File: src/include/host_cfg_pkg.sv
// constants, register map, pin roles and escape states of the host port
// configuration block; used by the design, not referenced by its bench
package host_cfg_pkg;
   localparam int NREG = 17;
   localparam int NPIN = 12;
   // register indices on the command port
   localparam logic [4:0] REG_EXT_OPTS = 5'h00;
   localparam logic [4:0] REG_ESC_CHAR = 5'h01;
   localparam logic [4:0] REG_IDLE_TMO = 5'h02;
   localparam logic [4:0] REG_GUARD = 5'h03;
   localparam logic [4:0] REG_PIN_BASE = 5'h04;
   localparam logic [4:0] REG_BUTTON = 5'h10;
   localparam int PIN_BASE = 4;
   // pin numbers; pin p has its role in register PIN_BASE + p
   localparam int PIN_RTS = 0;
   localparam int PIN_CTS = 1;
   localparam int PIN_SOUT = 2;
   localparam int PIN_SIN = 3;
   localparam int PIN_SPI_MISO = 4;
   localparam int PIN_SPI_MOSI = 5;
   localparam int PIN_SPI_SSEL = 6;
   localparam int PIN_SPI_CLK = 7;
   localparam int PIN_SPI_ATTENTION_OUTPUT = 8;
   localparam int PIN_ADC0 = 9;
   localparam int PIN_ADC1 = 10;
   localparam int PIN_ADC2 = 11;
   // role codes
   localparam logic [2:0] ROLE_OFF = 3'h0;
   localparam logic [2:0] ROLE_FUNC = 3'h1;
   localparam logic [2:0] ROLE_ADC = 3'h2;
   localparam logic [2:0] ROLE_DIN = 3'h3;
   localparam logic [2:0] ROLE_LOW = 3'h4;
   localparam logic [2:0] ROLE_HIGH = 3'h5;
   localparam logic [2:0] ROLE_ALT6 = 3'h6;
   localparam logic [2:0] ROLE_ALT7 = 3'h7;
   // reset values; a set bit means the pin starts in its function role
   localparam logic [15:0] RST_EXT_OPTS = 16'h0000;
   localparam logic [15:0] RST_ESC_CHAR = 16'h002b;
   localparam logic [15:0] RST_IDLE_TMO = 16'h0064;
   localparam logic [15:0] RST_GUARD = 16'h03e8;
   localparam logic [11:0] PIN_RST_FUNC = 12'h3fe;
   // value limits and fields
   localparam logic [15:0] GUARD_MIN = 16'h0002;
   localparam logic [15:0] GUARD_MAX = 16'h068d;
   localparam logic [15:0] EXT_MAX = 16'h000a;
   localparam int EXT_STATUS_BIT = 3;
   localparam logic [15:0] BTN_AWAKE = 16'h0001;
   localparam logic [15:0] BTN_NOMINATE = 16'h0002;
   localparam logic [15:0] BTN_RESTORE = 16'h0004;
   // timing
   localparam int CLK_PERIOD_NS = 4;
   localparam int MS_NS = 1000000;
   localparam int CYC_PER_MS = MS_NS / CLK_PERIOD_NS;
   localparam int IDLE_UNIT_MS = 100;
   localparam int AWAKE_TIME_S = 30;
   localparam logic [14:0] AWAKE_MS = 15'(AWAKE_TIME_S * 1000);
   localparam logic [9:0] FLOW_THRESHOLD = 10'h2f6;
   localparam logic [9:0] FLOW_HYST = 10'h010;

   typedef enum logic [4:0] {
      ST_DATA = 5'h01,
      ST_ESC1 = 5'h02,
      ST_ESC2 = 5'h04,
      ST_ESC3 = 5'h08,
      ST_CMD = 5'h10
   } esc_state_e;

   function automatic logic role_ok(input int pin, input logic [15:0] v);
      logic ok;
      logic [2:0] c;
      ok = 1'b0;
      c = v[2:0];
      if (v[15:3] == 13'h0000) begin
         case (pin)
            PIN_RTS, PIN_SOUT, PIN_SIN: ok = (c != ROLE_ADC) && (c <= ROLE_HIGH);
            PIN_CTS: ok = (c != ROLE_ADC);
            PIN_SPI_MISO, PIN_SPI_MOSI, PIN_SPI_SSEL, PIN_SPI_CLK,
            PIN_SPI_ATTENTION_OUTPUT: ok = (c == ROLE_OFF) || (c == ROLE_FUNC) ||
                               (c == ROLE_LOW) || (c == ROLE_HIGH);
            PIN_ADC0: ok = (c <= ROLE_HIGH);
            PIN_ADC1: ok = (c != ROLE_FUNC) && (c <= ROLE_HIGH);
            PIN_ADC2: ok = (c != ROLE_FUNC) && (c <= ROLE_ALT6);
            default: ok = 1'b0;
         endcase
      end
      return ok;
   endfunction

   function automatic logic [15:0] reg_default(input int i);
      logic [15:0] r;
      r = 16'h0000;
      case (i)
         0: r = RST_EXT_OPTS;
         1: r = RST_ESC_CHAR;
         2: r = RST_IDLE_TMO;
         3: r = RST_GUARD;
         default: begin
            if (i >= PIN_BASE && i < PIN_BASE + NPIN) begin
               r = PIN_RST_FUNC[i - PIN_BASE] ? 16'h0001 : 16'h0000;
            end
         end
      endcase
      return r;
   endfunction
endpackage

File: src/logic/host_port_cfg.sv
// host port configuration: escape detection, command mode, pin roles
// assumes rx bytes, command port and status inputs come from logic on clk;
// pin inputs are asynchronous and are synchronised here
`timescale 1ns/1ps
`default_nettype none

// Overview of operation
// - three escape bytes framed by guard silence
// - escape byte any value, resets to plus
// - guard time 2 to max ms, default 1s
// - idle command mode exits silently after timeout
// - exit command leaves now, commits pending settings
// - option bit 3 selects extended status frame
// - rts role codes 0,1,3-5, reset 0
// - cts role adds codes 6,7, reset 1
// - cts codes 6/7 drive rs485 enable polarity
// - serial out role codes 0,1,3-5, reset 1
// - serial in role codes 0,1,3-5, reset 1
// - spi pin roles accept 0,1,4,5 only
// - adc0 role 0-5, code 1 enables button
// - button press 1 awake, 2 nominate, 4 restore
// - adc1 role 0,2-5, reset 0
// - adc2 code 6 shows command mode on pin
// - cts flow stops at threshold, hysteresis release
module host_port_cfg #(
   parameter int MS_CYCLES = host_cfg_pkg::CYC_PER_MS,
   parameter logic [9:0] FLOW_THR = host_cfg_pkg::FLOW_THRESHOLD
) (
   // clock and reset
   input wire logic clk,
   input wire logic nrst,
   // received bytes from the serial receiver
   input wire logic rx_valid,
   input wire logic [7:0] rx_byte,
   input wire logic [9:0] rx_fill,
   input wire logic tx_active,
   // parsed command port
   input wire logic cmd_valid,
   input wire logic cmd_write,
   input wire logic [4:0] cmd_idx,
   input wire logic [15:0] cmd_wdata,
   input wire logic exit_command_now,
   output logic cmd_ack,
   output logic cmd_reject,
   output logic [15:0] cmd_rdata,
   // mode and events
   output logic cmd_mode,
   output logic settings_applied,
   input wire logic secure_change,
   output logic status_ext,
   output logic status_plain,
   output logic awake_active,
   output logic nominate,
   output logic restore,
   // pins
   input wire logic [11:0] func_out,
   input wire logic [11:0] func_oe,
   input wire logic [11:0] pin_in,
   output logic [11:0] pin_out,
   output logic [11:0] pin_oe,
   output logic [11:0] dio_in,
   output logic host_rts_ok
);
   host_cfg_pkg::esc_state_e st_q, st_d;
   logic [17:0] ms_cnt_q, ms_cnt_d;
   logic [10:0] silence_q, silence_d, win_q, win_d;
   logic [6:0] sub_q, sub_d;
   logic [15:0] units_q, units_d;
   logic [14:0] awake_q, awake_d;
   logic [15:0] cfg_q [host_cfg_pkg::NREG];
   logic [15:0] cfg_d [host_cfg_pkg::NREG];
   logic [15:0] pend_q [host_cfg_pkg::NREG];
   logic [15:0] pend_d [host_cfg_pkg::NREG];
   logic ack_d, rej_d, commit_d, nom_d, rest_d, press1;
   logic [15:0] rdata_d;
   logic cts_ready_q, cts_ready_d;
   logic [11:0] pin_s1_q, pin_s2_q, btn_prev_q;
   logic [11:0] pout_d, poe_d;
   logic ms_tick, in_cmd, esc_hit, silence_ok, win_late, wr_ok, phys_press;
   logic [10:0] guard;
   logic [7:0] esc;

   assign ms_tick = (ms_cnt_q == 18'(MS_CYCLES - 1));
   assign in_cmd = (st_q == host_cfg_pkg::ST_CMD);
   assign guard = cfg_q[host_cfg_pkg::REG_GUARD][10:0];
   assign esc = cfg_q[host_cfg_pkg::REG_ESC_CHAR][7:0];
   assign esc_hit = rx_valid && (rx_byte == esc);
   assign silence_ok = (silence_q >= guard);
   assign win_late = (win_q >= guard);
   // physical button works only while adc0 holds its function role
   assign phys_press = btn_prev_q[host_cfg_pkg::PIN_ADC0] &&
      !pin_s2_q[host_cfg_pkg::PIN_ADC0] &&
      (cfg_q[host_cfg_pkg::PIN_BASE + host_cfg_pkg::PIN_ADC0][2:0] ==
       host_cfg_pkg::ROLE_FUNC);

   // escape sequence, command mode and timers
   always_comb begin
      st_d = st_q;
      ms_cnt_d = ms_tick ? 18'h00000 : ms_cnt_q + 18'h00001;
      silence_d = silence_q;
      win_d = win_q;
      sub_d = sub_q;
      units_d = units_q;
      awake_d = awake_q;
      if (rx_valid) begin
         silence_d = 11'h000;
      end else if (ms_tick && silence_q != 11'h7ff) begin
         silence_d = silence_q + 11'h001;
      end
      if (ms_tick && win_q != 11'h7ff) begin
         win_d = win_q + 11'h001;
      end
      if (ms_tick) begin
         if (sub_q == 7'(host_cfg_pkg::IDLE_UNIT_MS - 1)) begin
            sub_d = 7'h00;
            if (units_q != 16'hffff) begin
               units_d = units_q + 16'h0001;
            end
         end else begin
            sub_d = sub_q + 7'h01;
         end
      end
      case (st_q)
         host_cfg_pkg::ST_DATA: begin
            if (esc_hit && silence_ok) begin
               st_d = host_cfg_pkg::ST_ESC1;
               win_d = 11'h000;
            end
         end
         host_cfg_pkg::ST_ESC1, host_cfg_pkg::ST_ESC2: begin
            // all three bytes must land inside one guard window
            if (win_late || (rx_valid && !esc_hit)) begin
               st_d = host_cfg_pkg::ST_DATA;
            end else if (esc_hit) begin
               st_d = (st_q == host_cfg_pkg::ST_ESC1) ?
                  host_cfg_pkg::ST_ESC2 : host_cfg_pkg::ST_ESC3;
            end
         end
         host_cfg_pkg::ST_ESC3: begin
            if (rx_valid) begin
               st_d = host_cfg_pkg::ST_DATA;
            end else if (silence_ok) begin
               st_d = host_cfg_pkg::ST_CMD;
               sub_d = 7'h00;
               units_d = 16'h0000;
            end
         end
         host_cfg_pkg::ST_CMD: begin
            if (exit_command_now) begin
               st_d = host_cfg_pkg::ST_DATA;
            end else if (units_q >= cfg_q[host_cfg_pkg::REG_IDLE_TMO]) begin
               st_d = host_cfg_pkg::ST_DATA;
            end else if (ack_d) begin
               sub_d = 7'h00;
               units_d = 16'h0000;
            end
         end
         default: st_d = host_cfg_pkg::ST_DATA;
      endcase
      if (press1 || phys_press) begin
         awake_d = host_cfg_pkg::AWAKE_MS;
      end else if (ms_tick && awake_q != 15'h0000) begin
         awake_d = awake_q - 15'h0001;
      end
   end

   always_ff @(posedge clk or negedge nrst) begin
      if (!nrst) begin
         st_q <= host_cfg_pkg::ST_DATA;
         ms_cnt_q <= 18'h00000;
         silence_q <= 11'h000;
         win_q <= 11'h000;
         sub_q <= 7'h00;
         units_q <= 16'h0000;
         awake_q <= 15'h0000;
      end else begin
         st_q <= st_d;
         ms_cnt_q <= ms_cnt_d;
         silence_q <= silence_d;
         win_q <= win_d;
         sub_q <= sub_d;
         units_q <= units_d;
         awake_q <= awake_d;
      end
   end

   // command port: register writes go to pending copy, exit commits them; a restore press resets both copies at once
   always_comb begin
      pend_d = pend_q;
      cfg_d = cfg_q;
      ack_d = 1'b0;
      rej_d = 1'b0;
      rdata_d = cmd_rdata;
      commit_d = 1'b0;
      nom_d = 1'b0;
      rest_d = 1'b0;
      press1 = 1'b0;
      wr_ok = 1'b0;
      if (cmd_idx == host_cfg_pkg::REG_EXT_OPTS) begin
         wr_ok = (cmd_wdata <= host_cfg_pkg::EXT_MAX);
      end else if (cmd_idx == host_cfg_pkg::REG_ESC_CHAR) begin
         wr_ok = (cmd_wdata[15:8] == 8'h00);
      end else if (cmd_idx == host_cfg_pkg::REG_IDLE_TMO) begin
         wr_ok = (cmd_wdata != 16'h0000);
      end else if (cmd_idx == host_cfg_pkg::REG_GUARD) begin
         wr_ok = (cmd_wdata >= host_cfg_pkg::GUARD_MIN) &&
            (cmd_wdata <= host_cfg_pkg::GUARD_MAX);
      end else if (cmd_idx == host_cfg_pkg::REG_BUTTON) begin
         wr_ok = (cmd_wdata == host_cfg_pkg::BTN_AWAKE) ||
            (cmd_wdata == host_cfg_pkg::BTN_NOMINATE) ||
            (cmd_wdata == host_cfg_pkg::BTN_RESTORE);
      end else if (cmd_idx < host_cfg_pkg::REG_BUTTON) begin
         wr_ok = host_cfg_pkg::role_ok(int'(cmd_idx) - host_cfg_pkg::PIN_BASE,
            cmd_wdata);
      end
      if (cmd_valid) begin
         if (!in_cmd || cmd_idx >= 5'(host_cfg_pkg::NREG)) begin
            rej_d = 1'b1;
         end else if (!cmd_write) begin
            rej_d = (cmd_idx == host_cfg_pkg::REG_BUTTON);
            ack_d = !rej_d;
            if (ack_d) begin
               rdata_d = pend_q[cmd_idx];
            end
         end else if (!wr_ok) begin
            rej_d = 1'b1;
         end else begin
            ack_d = 1'b1;
            if (cmd_idx == host_cfg_pkg::REG_BUTTON) begin
               press1 = (cmd_wdata == host_cfg_pkg::BTN_AWAKE);
               nom_d = (cmd_wdata == host_cfg_pkg::BTN_NOMINATE);
               rest_d = (cmd_wdata == host_cfg_pkg::BTN_RESTORE);
            end else begin
               pend_d[cmd_idx] = cmd_wdata;
            end
         end
      end
      if (in_cmd && exit_command_now) begin
         cfg_d = pend_d;
         commit_d = 1'b1;
      end
      if (rest_d) begin
         for (int i = 0; i < host_cfg_pkg::NREG; i++) begin
            pend_d[i] = host_cfg_pkg::reg_default(i);
            cfg_d[i] = host_cfg_pkg::reg_default(i);
         end
      end
   end

   always_ff @(posedge clk or negedge nrst) begin
      if (!nrst) begin
         for (int i = 0; i < host_cfg_pkg::NREG; i++) begin
            cfg_q[i] <= host_cfg_pkg::reg_default(i);
            pend_q[i] <= host_cfg_pkg::reg_default(i);
         end
         cmd_ack <= 1'b0;
         cmd_reject <= 1'b0;
         cmd_rdata <= 16'h0000;
         settings_applied <= 1'b0;
         nominate <= 1'b0;
         restore <= 1'b0;
      end else begin
         cfg_q <= cfg_d;
         pend_q <= pend_d;
         cmd_ack <= ack_d;
         cmd_reject <= rej_d;
         cmd_rdata <= rdata_d;
         settings_applied <= commit_d;
         nominate <= nom_d;
         restore <= rest_d;
      end
   end

   // status frames, flow control, awake and mode outputs
   always_comb begin
      cts_ready_d = cts_ready_q;
      if (rx_fill >= FLOW_THR) begin
         cts_ready_d = 1'b0;
      end else if (rx_fill < FLOW_THR - host_cfg_pkg::FLOW_HYST) begin
         cts_ready_d = 1'b1;
      end
   end

   always_ff @(posedge clk or negedge nrst) begin
      if (!nrst) begin
         cts_ready_q <= 1'b1;
         status_ext <= 1'b0;
         status_plain <= 1'b0;
         awake_active <= 1'b0;
         cmd_mode <= 1'b0;
      end else begin
         cts_ready_q <= cts_ready_d;
         status_ext <= secure_change &&
            cfg_q[host_cfg_pkg::REG_EXT_OPTS][host_cfg_pkg::EXT_STATUS_BIT];
         status_plain <= secure_change &&
            !cfg_q[host_cfg_pkg::REG_EXT_OPTS][host_cfg_pkg::EXT_STATUS_BIT];
         awake_active <= (awake_d != 15'h0000);
         cmd_mode <= (st_d == host_cfg_pkg::ST_CMD);
      end
   end

   // pin role decode; cts and rts are active low on the wire
   for (genvar p = 0; p < host_cfg_pkg::NPIN; p++) begin : g_pin
      logic [2:0] role;
      assign role = cfg_q[host_cfg_pkg::PIN_BASE + p][2:0];
      always_comb begin
         pout_d[p] = 1'b0;
         poe_d[p] = 1'b0;
         case (role)
            host_cfg_pkg::ROLE_LOW: poe_d[p] = 1'b1;
            host_cfg_pkg::ROLE_HIGH: begin
               pout_d[p] = 1'b1;
               poe_d[p] = 1'b1;
            end
            host_cfg_pkg::ROLE_FUNC: begin
               if (p == host_cfg_pkg::PIN_CTS) begin
                  pout_d[p] = !cts_ready_q;
                  poe_d[p] = 1'b1;
               end else if (p != host_cfg_pkg::PIN_RTS &&
                            p != host_cfg_pkg::PIN_SIN &&
                            p != host_cfg_pkg::PIN_ADC0) begin
                  pout_d[p] = func_out[p];
                  poe_d[p] = func_oe[p];
               end
            end
            host_cfg_pkg::ROLE_ALT6: begin
               if (p == host_cfg_pkg::PIN_CTS) begin
                  pout_d[p] = !tx_active;
                  poe_d[p] = 1'b1;
               end else if (p == host_cfg_pkg::PIN_ADC2) begin
                  pout_d[p] = cmd_mode;
                  poe_d[p] = 1'b1;
               end
            end
            host_cfg_pkg::ROLE_ALT7: begin
               pout_d[p] = tx_active;
               poe_d[p] = 1'b1;
            end
            default: poe_d[p] = 1'b0;
         endcase
      end

   end

   always_ff @(posedge clk or negedge nrst) begin
      if (!nrst) begin
         pin_s1_q <= 12'h000;
         pin_s2_q <= 12'h000;
         btn_prev_q <= 12'h000;
         pin_out <= 12'h000;
         pin_oe <= 12'h000;
         dio_in <= 12'h000;
         host_rts_ok <= 1'b0;
      end else begin
         pin_s1_q <= pin_in;
         pin_s2_q <= pin_s1_q;
         btn_prev_q <= pin_s2_q;
         pin_out <= pout_d;
         pin_oe <= poe_d;
         dio_in <= pin_s2_q;
         host_rts_ok <= !pin_s2_q[host_cfg_pkg::PIN_RTS] &&
            (cfg_q[host_cfg_pkg::PIN_BASE][2:0] == host_cfg_pkg::ROLE_FUNC);
      end
   end
endmodule

`default_nettype wire

File: config.mk
export PLATFORM = sky130hd
export DESIGN_NAME = host_port_cfg
export DESIGN_NICKNAME = d
export VERILOG_FILES = /design/src/include/host_cfg_pkg.sv /design/src/logic/host_port_cfg.sv
export SDC_FILE = /design/constraint.sdc
export NUM_CORES = 1
export LEC_CHECK = 0
export ABC_AREA = 1
export ABC_CLOCK_PERIOD_IN_PS = 3650
export BUFFER_PORTS_ARGS = -buffer_cell sky130_fd_sc_hd__buf_2
export CAP_MARGIN = 20
export CORE_UTILIZATION = 44
export CTS_CLUSTER_DIAMETER = 100
export CTS_CLUSTER_SIZE = 8
export DETAILED_ROUTE_END_ITERATION = 8
export PLACE_DENSITY_LB_ADDON = 0.2
export SYNTH_ARGS = -nofsm -noshare
export SYNTH_HDL_FRONTEND = slang
export SYNTH_SLANG_ARGS = --single-unit
File: constraint.sdc
create_clock -name clk -period 3.65 [get_ports clk]
set_clock_uncertainty 0.05 [all_clocks]
set_input_delay 0.73 -clock clk [delete_from_list [all_inputs] [get_ports clk]]
set_output_delay 0.73 -clock clk [all_outputs]
set_load 0.05 [all_outputs]
==> impl_summary.md <==
Route
Wire segments on met2 add up to 29,200 um in the final route. The first-iteration detailed-routing DRC count is 1,393. The via count is 18.7k.

The met3 routed wirelength is 3310 um. The sum of routed wire segments on met1 is 27,700 um. The highest layer touched by signal routing is met5.

The total routed wirelength is 61,700 um. After detailed routing, the average wire length per cell comes to 17.1 um. The post-detailed-route count of antenna-violating nets is 0.

In the routed design, unresolved DRC markers number 0. In the routed layout, each cell is associated on average with a via count of 5.17. The first detailed-routing pass ran for 5 iterations.

Power
The design draws 12.6 mW. The total power per unit cell area is 459 nW/um2. The analysis attributes to cell leakage a power of 14.2 nW. The maximum resistive drop on vdd is 0.311 mV.

CTS
After clock tree synthesis, the setup repair step added 0 buffers. TritonCTS created 74 clock buffers. TritonCTS built the clock tree. The worst-case clock buffer depth is 3. The register clock-pin slew on the reported worst setup and hold paths is 0.05 ns. The quantity of hold-fixing buffers added after cts is 0.

CTS built an H-tree with a depth of 3. After clock tree synthesis, the repair step resized 0 gates. The sink count of the clock tree is 514. The clock network latency to the later pin of the worst-skew pair is 0.59 ns. The CTS root buffer is clkbuf_16.

Setup path
The critical path goes through nor2_1, inv_1, nor3_2, buf_4, nand3_1, inv_1, nand3_1, nand2_1, nor3b_1, nor4_1, nand4_1. On the critical path the largest part of the delay comes from simple AND/OR/NAND/NOR gates. Along the worst path, the maximum fanout reaches 10. The largest single stage delay on the critical path is 0.40 ns. The setup path with the least slack is of type flop to flop. Counting both buffers and inverters, the worst setup path holds a total of 3. The data arrival at the endpoint of the critical path is 3.31 ns. Across all register-to-register paths, the minimum setup slack is 0.73 ns.

The category of the worst setup path launch point is a flop. STA classifies the critical path endpoint as a flop. For the worst setup path, the data required time is 4.05 ns. The critical path's slowest cell is dfrtp_1.

Die
The total die area is 53,900 um2. From left edge to right edge, the die measures 232 um. For this configuration, the core starts out at a cell density of 44.5%. The number of rows in the core area is 84. The vertical die dimension is 232 um. The number of placed I/O pins is 145. The total area inside the core boundary comes to 52,400 um2.

STA
In the final timing run, aggregate negative setup slack is 0 ns. The number of pins exceeding their max-slew limit in the final report is 0. For the pin with the worst max-slew slack, the measured transition is 0.718 ns. The smallest clock period supported by the final layout is computed as 2.92 ns. Setup repair after global routing left no endpoint under its margin.

Measured against its own limit, the worst slew margin works out to 52.1%. On the final layout, the worst hold slack is 0.0387 ns. The number of hold-slack violations in the final timing report came to 0. For this run, the top clock speed supported by timing is 343 MHz. The total of endpoints with negative setup slack in the final report is 0. In the finished design, the share of the clock period the worst path needs comes to 79.9%.

GRT
The first global-routing pass estimated 99,100 um of wire. Entering global routing, the biggest net connects 124 pins. The global-route usage over all layers is 23.6%. The remaining global-route overflow is 0.

The via count of the first global-routing pass is 18.5k. The initial antenna violation count is 10.

Logic synthesis
For this run, asynchronously set or reset flops after synthesis account for 100%. The number of synthesis warnings is 0. A synthesized cell averages 8.62 um2. Counting flops with a built-in enable in the synthesized netlist gives 0. The number of nets in the synthesized netlist is 2,834. The biggest area contributor in the post-synthesis netlist is dfrtp_1.

In the post-synthesis netlist, the biggest area contributors are dfrtp_1 (50%), nand2_1 (8.6%), inv_1 (7.3%). The distinct cell type count of the synthesized netlist is 50. The post-synthesis sequential element count is 514. The top cell type's share of synthesized area is 50.2%.

The cell count after synthesis came out at 2,707. The main flop type after synthesis is dfrtp_1. In this run the cell area of the synthesized design comes to 23,300 um2.

Sequential elements use 55.4% of the synthesized area.

Layout
The number of fillers in the final layout is 4,866. The final-stage net count is 3,017. Leaving out filler cells and counting taps, the final layout contains 3,617. The ratio of cells with drive above 1 in the final layout is 12.6%. The synthesis-to-finish area growth is 17.1%.

Place
Input and output buffers added on the ports amount to 135. The congestion estimate from routability-driven global placement came to 0.934. After legalization and detailed placement, the total HPWL measured 42,300 um. The placed instance count is 3,501.

Status
The flow ran to the end, and the final reports show no timing, DRC or antenna violations.

Run
The number of maximum-capacitance violations is 0.

Hold path
The min-delay analysis places its worst path in the category input pin to asynchronous set/reset pin.
## cell usage after synthesis (2+ instances only)
library cell and count:
a211oi_1 6, a21boi_0 3, a21o_1 3, a21oi_1 94, a221o_1 2, a221oi_1 10, a22oi_1 27, a31oi_1 2
and2_1 21, and3_1 27, buf_1 6, buf_2 31, buf_4 7, clkbuf_1 48, clkinv_1 6, dfrtp_1 468
dfstp_2 46, ha_1 44, inv_1 451, inv_2 15, nand2_1 533, nand2_2 6, nand3_1 123, nand3b_1 9
nand4_1 69, nor2_1 300, nor2_2 2, nor2_4 3, nor3_1 31, nor3_2 4, nor3b_1 5, nor4_1 21
o2111ai_1 17, o211ai_1 4, o21a_1 2, o21ai_0 134, o21ai_1 2, o221ai_1 13, o22ai_1 64, o31ai_1 2
or2_2 8, xnor2_1 7, xor2_1 24
## metrics by stage
stage / setup WS [ns] / util [%] / instance area (um2)
finish: 0.732 / 52.1 / 27300
global route: 0.402 / 52.1 / 27300
CTS: 0.603 / 52.0 / 27300
detailed placement: 0.266 / 48.0 / 25200
global placement: 0.306 / 48.0 / 25200
floorplan: 0.841 / - / 23300
## metal layers
metal	track usage, %	vias up
met5	0	-
met4	7.75	14
met3	4.47	105
met2	38.1	418
met1	31.9	9077
li1	-	9075
## final cells by class
class / count / area, um2 / share of cell area, %
diodes: 1 / 2.50 / 0.00916
multi-input cells: 1629 / 8230 / 30.1
clock buffers: 112 / 2080 / 7.61
repair buffers: 199 / 1440 / 5.26
inverters: 472 / 1770 / 6.48
clock inverters: 2 / 25.0 / 0.0916
well taps: 688 / 861 / 3.15
flip-flops and latches: 514 / 12900 / 47.3
## kinds of logic (layout without fill, tap and decap cells)
kind of cell	count (synthesis)	count (layout)	share of synthesized area, %
compound gates	388	388	9.92
xor+xnor	31	31	1.16
fa+ha+maj	44	44	2.36
buf+inv	564	785	9.36
flops	514	514	55.4
mux	1	1	0.0429
other cells	0	1	0
simple gates	1165	1165	21.8
## registers in the layout, summed over array words and instances, names as in the netlist, 11 cells and up
register	cells
pin_s1_q	12
silence_q	11
pin_s2_q	12
cfg_q	72
cmd_rdata	16
win_q	11
pin_out	12
pend_q	272
awake_q	15
pin_oe	12
btn_prev_q	12
ms_cnt_q	18
units_q	16
## power breakdown
| part | total (mW) | switching [mW] | internal (mW) |
|---|---|---|---|
| Clock | 6.28 | 2.41 | 3.87 |
| Sequential | 5.75 | 0.00804 | 5.74 |
| Combinational | 0.529 | 0.394 | 0.135 |
| Total | 12.6 | 2.81 | 9.74 |
## placed cells by master (no fill, tap or decap), types with 4 or more instances in the layout
cell,netlist,routed
nand2_1,533,533
ha_1,44,44
or2_2,8,8
o22ai_1,64,64
inv_1,451,451
dfstp_2,46,46
clkbuf_1,48,34
nor3b_1,5,5
xor2_1,24,24
xnor2_1,7,7
nand4_1,69,69
buf_2,31,134
buf_12,0,20
o221ai_1,13,13
nor3_2,4,4
inv_2,15,15
a21oi_1,94,94
nor4_1,21,21
nand3b_1,9,9
a22oi_1,27,27
dfrtp_1,468,468
and2_1,21,21
nand2_2,6,6
nand3_1,123,123
nor3_1,31,31
o21ai_0,134,134
clkbuf_16,0,78
and3_1,27,27
o2111ai_1,17,17
nor2_1,300,299
a211oi_1,6,6
o211ai_1,4,4
a221oi_1,10,10
clkinv_1,6,6
buf_4,7,43
## path summary, 6_finish.rpt
| path | start | endpoint | depth (start not counted) |
|---|---|---|---|
| max | st_q[2] | awake_active | 11 |
| min | nrst | pend_q[29] | 1 |
| max reg2reg | st_q[2] | awake_active | 11 |
| min reg2reg | pin_s2_q[3] | btn_prev_q[3] | 0 |
| max in group asynchronous | nrst | silence_q[10] | 2 |
| min in group clk | pin_in[0] | pin_s1_q[0] | 1 |
Power figures use the tool's default switching activity.
